$ cat src/gfm_pkg.sv
`default_nettype none
package gfm_pkg;
    // pin count handled by this block
    localparam int unsigned NUM_PINS = 5;

    // pin indices
    localparam int unsigned PIN_MISO  = 0;
    localparam int unsigned PIN_SCLK  = 1;
    localparam int unsigned PIN_MOSI  = 2;
    localparam int unsigned PIN_SEL_A = 3;
    localparam int unsigned PIN_AUX   = 4;

    // plain pin modes chosen by software
    typedef enum logic [1:0] {
        GFM_MODE_IN    = 2'h0,
        GFM_MODE_OUT   = 2'h1,
        GFM_MODE_BIDIR = 2'h2,
        GFM_MODE_OD    = 2'h3
    } gfm_mode_t;

    // pin 4 alternate function choice
    typedef enum logic [1:0] {
        GFM_AUX_GPIO   = 2'h0,
        GFM_AUX_STEREO = 2'h1,
        GFM_AUX_SEL_B  = 2'h2
    } gfm_aux_t;

    // lane count codes, count = code + 1
    localparam logic [1:0] LANE_CODE_RESET = 2'h0;
    localparam logic [2:0] LANE_COUNT_ONE  = 3'h1;

    // boot phase states
    typedef enum logic [2:0] {
        GFM_ST_RESET  = 3'h1,
        GFM_ST_SAMPLE = 3'h2,
        GFM_ST_RUN    = 3'h4
    } gfm_state_t;

    // serial master signals toward the pins
    typedef struct packed {
        logic sclk;
        logic mosi;
        logic sel_a_n;
        logic sel_b_n;
    } gfm_spi_out_t;

    // two-signal bundle covering all NUM_PINS pins
    typedef struct packed {
        logic [NUM_PINS-1:0] o;
        logic [NUM_PINS-1:0] oe_n;
    } gfm_pin_drv_t;
endpackage
`default_nettype wire

$ cat src/gfm_mux.sv
`default_nettype none
module gfm_mux #(
    parameter int unsigned LANE_W = 3
) (
    input  wire logic                                clk,
    input  wire logic                                arst_n,
    input  wire logic [gfm_pkg::NUM_PINS-1:0]        pad_i,
    output logic      [gfm_pkg::NUM_PINS-1:0]        pad_o,
    output logic      [gfm_pkg::NUM_PINS-1:0]        pad_oe_n,
    input  wire logic [2*gfm_pkg::NUM_PINS-1:0]      pin_mode,
    input  wire logic [gfm_pkg::NUM_PINS-1:0]        gpio_out,
    input  wire logic [gfm_pkg::NUM_PINS-1:0]        alt_sel,
    input  wire gfm_pkg::gfm_aux_t                   aux_func,
    input  wire gfm_pkg::gfm_spi_out_t               spi_out,
    input  wire logic                                stereo_left,
    output logic      [gfm_pkg::NUM_PINS-1:0]        gpio_in,
    output logic                                     pmic_port_miso,
    output logic      [LANE_W-1:0]                   lane_count,
    output logic                                     boot_done
);
    // lane count from strap code
    function automatic logic [LANE_W-1:0] code_to_lanes(input logic [1:0] c);
        code_to_lanes = LANE_W'(c) + LANE_W'(gfm_pkg::LANE_COUNT_ONE);
    endfunction

    typedef struct packed {
        logic [gfm_pkg::NUM_PINS-1:0] gin;
        logic                         miso;
        logic [LANE_W-1:0]            lanes;
        logic                         done;
    } gfm_top_st_t;

    gfm_top_st_t st_r;
    gfm_top_st_t st_nxt;

    logic [1:0]                   code;
    logic                         strap_done;
    logic [gfm_pkg::NUM_PINS-1:0] alt_en;
    logic [gfm_pkg::NUM_PINS-1:0] alt_val;
    logic [2*gfm_pkg::NUM_PINS-1:0] cell_mode;

    gfm_strap u_strap (
        .clk       (clk),
        .arst_n    (arst_n),
        .strap_hi  (pad_i[gfm_pkg::PIN_MOSI]),
        .strap_lo  (pad_i[gfm_pkg::PIN_SCLK]),
        .lane_code (code),
        .boot_done (strap_done)
    );

    // alternate functions; straps stay released until the capture is done
    always_comb begin
        alt_en  = '0;
        alt_val = '0;
        cell_mode = pin_mode;
        // a plain output on a strap pin would overdrive the board resistor
        if (!strap_done) begin
            cell_mode[2*gfm_pkg::PIN_SCLK +: 2] = gfm_pkg::GFM_MODE_IN;
            cell_mode[2*gfm_pkg::PIN_MOSI +: 2] = gfm_pkg::GFM_MODE_IN;
        end
        alt_en[gfm_pkg::PIN_SCLK]  = alt_sel[gfm_pkg::PIN_SCLK] & strap_done;
        alt_val[gfm_pkg::PIN_SCLK] = spi_out.sclk;
        alt_en[gfm_pkg::PIN_MOSI]  = alt_sel[gfm_pkg::PIN_MOSI] & strap_done;
        alt_val[gfm_pkg::PIN_MOSI] = spi_out.mosi;
        alt_en[gfm_pkg::PIN_SEL_A]  = alt_sel[gfm_pkg::PIN_SEL_A];
        alt_val[gfm_pkg::PIN_SEL_A] = spi_out.sel_a_n;
        if (aux_func == gfm_pkg::GFM_AUX_STEREO) begin
            alt_en[gfm_pkg::PIN_AUX]  = 1'b1;
            alt_val[gfm_pkg::PIN_AUX] = stereo_left;
        end else if (aux_func == gfm_pkg::GFM_AUX_SEL_B) begin
            alt_en[gfm_pkg::PIN_AUX]  = 1'b1;
            alt_val[gfm_pkg::PIN_AUX] = spi_out.sel_b_n;
        end
    end

    // one driver cell per pin
    for (genvar i = 0; i < gfm_pkg::NUM_PINS; i++) begin : g_cell
        gfm_pin_cell u_cell (
            .clk      (clk),
            .arst_n   (arst_n),
            .mode     (gfm_pkg::gfm_mode_t'(cell_mode[2*i +: 2])),
            .gpio_out (gpio_out[i]),
            .alt_en   (alt_en[i]),
            .alt_out  (alt_val[i]),
            .pad_o    (pad_o[i]),
            .pad_oe_n (pad_oe_n[i])
        );
    end

    // registered inputs and status
    always_comb begin
        st_nxt       = st_r;
        st_nxt.gin   = pad_i;
        st_nxt.miso  = pad_i[gfm_pkg::PIN_MISO];
        st_nxt.lanes = code_to_lanes(code);
        st_nxt.done  = strap_done;
    end

    always_ff @(posedge clk or negedge arst_n) begin
        if (!arst_n) begin
            st_r <= '{gin: '0, miso: 1'b0,
                      lanes: LANE_W'(gfm_pkg::LANE_COUNT_ONE), done: 1'b0};
        end else begin
            st_r <= st_nxt;
        end
    end

    assign gpio_in        = st_r.gin;
    assign pmic_port_miso = st_r.miso;
    assign lane_count     = st_r.lanes;
    assign boot_done      = st_r.done;
endmodule
`default_nettype wire

$ cat src/gfm_pin_cell.sv
`default_nettype none
// one pad driver: plain mode or alternate output
module gfm_pin_cell (
    input  wire logic              clk,
    input  wire logic              arst_n,
    input  wire gfm_pkg::gfm_mode_t mode,
    input  wire logic              gpio_out,
    input  wire logic              alt_en,
    input  wire logic              alt_out,
    output logic                   pad_o,
    output logic                   pad_oe_n
);
    typedef struct packed {
        logic o;
        logic oe_n;
    } gfm_cell_st_t;

    gfm_cell_st_t st_r;
    gfm_cell_st_t st_nxt;

    // pad drive: oe_n low means the pad is driven
    always_comb begin
        st_nxt = '{o: 1'b0, oe_n: 1'b1};
        if (alt_en) begin
            st_nxt.o    = alt_out;
            st_nxt.oe_n = 1'b0;
        end else begin
            case (mode)
                gfm_pkg::GFM_MODE_IN: begin
                    st_nxt.oe_n = 1'b1;
                end
                gfm_pkg::GFM_MODE_OUT, gfm_pkg::GFM_MODE_BIDIR: begin
                    st_nxt.o    = gpio_out;
                    st_nxt.oe_n = 1'b0;
                end
                gfm_pkg::GFM_MODE_OD: begin
                    // only pull low; board pull-up gives the high
                    st_nxt.o    = 1'b0;
                    st_nxt.oe_n = gpio_out;
                end
                default: begin
                    st_nxt.oe_n = 1'b1;
                end
            endcase
        end
    end

    // released pad during reset so board pulls hold the lines
    always_ff @(posedge clk or negedge arst_n) begin
        if (!arst_n) begin
            st_r <= '{o: 1'b0, oe_n: 1'b1};
        end else begin
            st_r <= st_nxt;
        end
    end

    assign pad_o    = st_r.o;
    assign pad_oe_n = st_r.oe_n;
endmodule
`default_nettype wire

$ cat src/gfm_strap.sv
`default_nettype none
// lane strap capture at the second edge after reset release
module gfm_strap (
    input  wire logic       clk,
    input  wire logic       arst_n,
    input  wire logic       strap_hi,
    input  wire logic       strap_lo,
    output logic [1:0]      lane_code,
    output logic            boot_done
);
    typedef struct packed {
        gfm_pkg::gfm_state_t state;
        logic [1:0]          code;
    } gfm_strap_st_t;

    gfm_strap_st_t st_r;
    gfm_strap_st_t st_nxt;

    always_comb begin
        st_nxt = st_r;
        case (st_r.state)
            gfm_pkg::GFM_ST_RESET: begin
                st_nxt.state = gfm_pkg::GFM_ST_SAMPLE;
            end
            gfm_pkg::GFM_ST_SAMPLE: begin
                st_nxt.code  = {strap_hi, strap_lo};
                st_nxt.state = gfm_pkg::GFM_ST_RUN;
            end
            gfm_pkg::GFM_ST_RUN: begin
                st_nxt.state = gfm_pkg::GFM_ST_RUN;
            end
            default: begin
                st_nxt.state = gfm_pkg::GFM_ST_RUN;
            end
        endcase
    end

    // constant at reset; the strap level is taken by a clocked edge
    always_ff @(posedge clk or negedge arst_n) begin
        if (!arst_n) begin
            st_r <= '{state: gfm_pkg::GFM_ST_RESET, code: gfm_pkg::LANE_CODE_RESET};
        end else begin
            st_r <= st_nxt;
        end
    end

    assign lane_code = st_r.code;
    assign boot_done = (st_r.state == gfm_pkg::GFM_ST_RUN);
endmodule
`default_nettype wire

$ cat config.mk
export PLATFORM = sky130hd
export DESIGN_NAME = gfm_mux
export DESIGN_NICKNAME = d
export VERILOG_FILES = /design/src/gfm_pkg.sv /design/src/gfm_mux.sv /design/src/gfm_pin_cell.sv /design/src/gfm_strap.sv
export SDC_FILE = /design/constraint.sdc
export NUM_CORES = 1
export LEC_CHECK = 0
export BUFFER_PORTS_ARGS = -buffer_cell sky130_fd_sc_hd__buf_2
export CAP_MARGIN = 0
export CORE_ASPECT_RATIO = 0.8
export CORE_UTILIZATION = 30
export DETAILED_ROUTE_END_ITERATION = 7
export GPL_TIMING_DRIVEN = 0
export PLACE_DENSITY = 0.56
export SYNTH_ARGS = -nofsm -noshare
export SYNTH_HDL_FRONTEND = slang
export SYNTH_SLANG_ARGS = --single-unit
$ cat constraint.sdc
create_clock -name clk -period 1.8 [get_ports clk]
set_input_delay 0.36 -clock clk [delete_from_list [all_inputs] [get_ports clk]]
set_output_delay 0.36 -clock clk [all_outputs]
set_load 0.01 [all_outputs]
* Word-level counts from Yosys, hierarchy flattened *
Index checks and enable logic that the tools add are counted.

operators by class
  add/sub/neg operators = 1
  equal/unequal tests = 20
  multiplexer cells = 20
  bitwise logic cells = 2
  reduce and logical (&&, ||, !) cells = 10

operators by type and width
  operator                                       count
  == test 2 bit, second input constant           11
  case mux 1 bit (3 select lines)                5
  == test 2 x 1 -> 1 bit, second input constant  6
  logical NOT 2 bit                              5
  OR reduction 2 bit                             5
  two-way mux 1 bit                              9
  two-way mux 2 bit                              4
  two-way mux 4 bit                              1
  adder 2 x 1 -> 3 bit, second input constant    1
  == test 3 x 1 -> 1 bit, second input constant  1
  == test 3 x 2 -> 1 bit, second input constant  1
  == test 3 bit, second input constant           1
  two-way mux 3 bit                              1
  bitwise AND 1 bit                              2

storage, ports and cells
  flip-flop bits (word level) = 25
  input port bits = 34
  output and inout port bits = 20
  logic and storage cells = 69

* Logic depth before layout (Yosys ltp) *
  depth in word-level cells = 6
  depth in mapped cells = 5
  depth with buffers taken out = 5

* Modules after synthesis *
A second synthesis with hierarchy kept.

second synthesis, totals
  cells, all modules = 87
  area total of the unflattened synthesis = 1018.5 um^2

by module, submodules not included
  module        times used  cells an instance  area each (um^2)  seq. area each (um^2)
  gfm_pin_cell  5           9                  95.1              51.3
  gfm_mux       1           27                 340.3             226.5
  gfm_strap     1           15                 202.7             126.4

* Worst setup path before layout *
OpenSTA, ideal clock, no wires.

  kind = register to register
  start point = register u_strap.st_r[2] (netlist bit)
  end point = register g_cell[2].u_cell.st_r (netlist bit g_cell[2].u_cell.pad_oe_n)
  library setup time = 0.073 ns
  arrival = 1.464 ns
  required time = 1.727 ns
  setup slack = 0.263 ns
  stages on the path, launching flop included = 6
  buffers on the path = 0
  period minus slack after synthesis = 1.537 ns
  cell sequence = dfstp_2 nor3b_2 and2_1 ha_1 or2_2 a21oi_1

RTL lines
  what                    line                text
  from (decl)             gfm_strap.sv:16     gfm_strap_st_t st_r;
  from (signal assigned)  gfm_strap.sv:41     st_r <= '{state: gfm_pkg::GFM_ST_RESET, code: gfm_pkg::LANE_CODE_RESET};
  from (signal assigned)  gfm_strap.sv:43     st_r <= st_nxt;
  to (signal assigned)    gfm_pin_cell.sv:51  st_r <= '{o: 1'b0, oe_n: 1'b1};
  to (signal assigned)    gfm_pin_cell.sv:53  st_r <= st_nxt;
  to (decl)               gfm_pin_cell.sv:18  gfm_cell_st_t st_r;

==> key figures <==
Synth
  • Main flop type after synthesis: dfrtp_1
  • Largest area contributor in the netlist: dfrtp_1
  • Share of the synthesized area in the top cell type: 39.7%
  • Number of synthesized flops with an enable pin: 0
  • Post-synth net total: 130
  • Top-count cell post-synth: dfrtp_1
  • FFs w/ async S/R, synth: 100%
  • Mapped Cells: 88
  • Post-synthesis register bit count: 24
  • Largest cells by area after synthesis: dfrtp_1, dfstp_2, ha_1
  • YS warnings: 0
  • Syn avg cell area: 12.2 µm²
  • Yosys cell types: 20
  • Netlist Area Pre-Place: 0.00107 mm²
  • Register area share after synthesis: 56.8%
  • Post-synth top cells: dfrtp_1, buf_4, nand2_1

Clocking
  • Skew-Pair Late Insertion Delay: 0.26 ns
  • Htree depth: 1
  • CTS tree: yes
  • CTS root buf: clkbuf_8
  • Total CTS buffers: 3
  • Clock sinks: 24
  • Setup Buffers After CTS: 0
  • Bufs on Longest Clock Path: 2
  • Clock transition at path regs: 0.08 ns
  • Hold buffers post-CTS: 0

Critical path
  • Crit-path slowest cell: dfstp_2
  • CP Max Fanout: 6
  • Critical path's largest stage delay: 0.60 ns
  • CP cell instances: nor3b_4 -> and2_1 -> ha_1 -> or2_2 -> a21oi_1
  • Crit path DAT: 1.83 ns
  • Startpoint Class: register
  • CP Capture Type: register
  • Largest delay contributor family on the critical path: flip-flops
  • Setup CP Type: reg2reg
  • CP required: 1.99 ns
  • Worst path bufs/invs: 0

Global routing
  • Initial antenna violation count: 0
  • First-pass GRT wire length: 3040 µm
  • Total gr overflow: 0
  • Vias in the first global route: 777
  • Largest net degree at the start of global routing: 25
  • GRT Total Usage: 10.6%

Cells and area
  • # diodes: 0
  • Cell area after layout: 0.00146 mm²
  • # nets final: 186
  • Layout cells sized above 1: 53.8%
  • Fin cells: 185
  • Core Util, Final: 42.6%
  • Fillers: 358
  • Layout area overhead: 35.9%

Detailed routing
  • Vias: 788
  • Post-route ant nets: 0
  • Routed WL: 1800 µm
  • Drt first-iter violations: 27
  • DR pass1 iterations: 4
  • Detailed-route DRC error count: 0
  • Via density: 4.26
  • Avg WL per Cell: 9.71 µm

Die
  • Initial core utilization: 31.3%
  • Die H: 55.5 µm
  • IO Pins: 54
  • Row count: 19
  • Core area: 0.00342 mm²
  • Die area: 0.00382 mm²
  • Chip width: 68.8 µm

STA
  • Worst-Margin Slew: 0.504 ns
  • Fmax: 611 MHz
  • Tcrit/Tclk final: 90.9%
  • Min cycle time layout: 1.64 ns
  • RSZ-0062 raised after global routing: no
  • Setup TNS: 0 ns
  • Slew headroom: 66.4%
  • Slew Limit Fails: 0
  • Fin Clk Skew: 0.00694 ns
  • Setup violators final: 0
  • Hold Fails Final Rpt: 0

Power
  • Seq pwr share: 47.8%
  • Internal power: 0.988 mW
  • VDD IR max: 346 µV
  • Pleak: 0.788 nW
  • P_sw: 0.255 mW
  • PnR Total Power: 1.24 mW
  • Clock power share: 36.9%
  • Switching share of power: 20.5%
  • PwrDens: 853 mW/mm²
  • Gate power share: 15.3%

Placement
  • Cells after DPL: 181
  • Gp weighted congestion: 0.707
  • Placed cell area: 0.00138 mm²
  • IO buf count: 51
  • Post-DP HPWL: 1490 µm

Run status
  • Status: completed

Min path
  • Worst min path class: in2async

Job
  • Maxcap violations: 0
[metrics by stage]
step | hold slack, ns | setup WS [ns]
after global routing | 0.0906 | 0.0470
after floorplan | 0.0644 | 0.263
after detailed placement | 0.365 | 0.202
after global placement | 0.367 | 0.202
after CTS | 0.0679 | 0.157
final | 0.0550 | 0.164
[registers in the layout, summed over array words and instances (netlist names)]
signal and flops:
boot_done 1, g_cell.u_cell.pad_o 5, g_cell.u_cell.pad_oe_n 5, gpio_in 5
lane_count 3, u_strap.lane_code 2, u_strap.st_r 3
[power groups by stage]
| stage | Combinational (mW) | Clock [mW] | Sequential, mW |
|---|---|---|---|
| final | 0.190 | 0.458 | 0.594 |
| after global routing | 0.216 | 0.498 | 0.598 |
| after CTS | 0.194 | 0.476 | 0.595 |
| after detailed placement | 0.193 | 0 | 0.605 |
| after global placement | 0.187 | 0 | 0.603 |
| after floorplan | 0.100 | 0 | 0.607 |
[layout make-up]
| cell class | count | area, µm² | share of cell area (%) |
|---|---|---|---|
| Clock inverter | 1 | 30.0 | 2.06 |
| Inverter | 6 | 22.5 | 1.55 |
| Multi-Input combinational cell | 47 | 364 | 25.0 |
| Sequential cell | 24 | 609 | 41.8 |
| Buffer | 11 | 82.6 | 5.67 |
| Timing Repair Buffer | 51 | 255 | 17.5 |
| Clock buffer | 3 | 41.3 | 2.83 |
| Tap cell | 42 | 52.6 | 3.61 |
[cell usage in the layout (no fill, tap or decap)]
cell type,instances
mux2_1,2
nor3b_4,1
clkbuf_8,3
dfstp_2,7
o21ai_0,1
buf_4,11
and2_1,6
nor2_1,1
conb_1,1
a22oi_1,1
bufinv_16,1
buf_2,51
nand3b_1,1
inv_1,6
a21oi_1,4
ha_1,8
and4bb_1,2
or2_2,2
nand2_1,10
nor3b_2,1
dfrtp_1,17
or2_1,2
mux2i_1,3
a21boi_1,1
[worst paths after layout]
check	start	to	slack (ns)	cells past startpoint
max reg2reg	u_strap.st_r[2]	g_cell[1].u_cell.pad_oe_n	0.16	5
max	u_strap.st_r[2]	g_cell[1].u_cell.pad_oe_n	0.16	5
min reg2reg	u_strap.lane_code[0]	lane_count[0]	0.42	1
max in group asynchronous	arst_n	g_cell[0].u_cell.pad_oe_n	1.38	1
min in group clk	pad_i[4]	gpio_in[4]	0.20	1
min	arst_n	g_cell[3].u_cell.pad_o	0.05	1
[cells by family (layout without fill, tap and decap cells)]
family / count (synthesis) / count (layout) / share of synthesized area, %
AOI/OAI and AO/OA: 7 / 7 / 3.73
and+or+nand+nor: 26 / 26 / 15.1
DFF: 24 / 24 / 56.8
buffers and inverters: 17 / 72 / 9.80
muxes: 5 / 5 / 4.90
other: 1 / 1 / 0.350
adders and majority gates: 8 / 8 / 9.34
[routing by layer]
layer,vias to the layer above,track usage [%],share of wire [%]
met3,4,3.93,11
li1,383,-,-
met5,-,0,0
met2,34,17.5,47
met1,367,11.8,40
met4,0,4.66,1.9
[timing repair]
action,in CTS,in global routing
setup endpoints to repair,0,1
resized for setup,0,1
hold endpoints to repair,0,0
(Power assumes the default switching activity.)
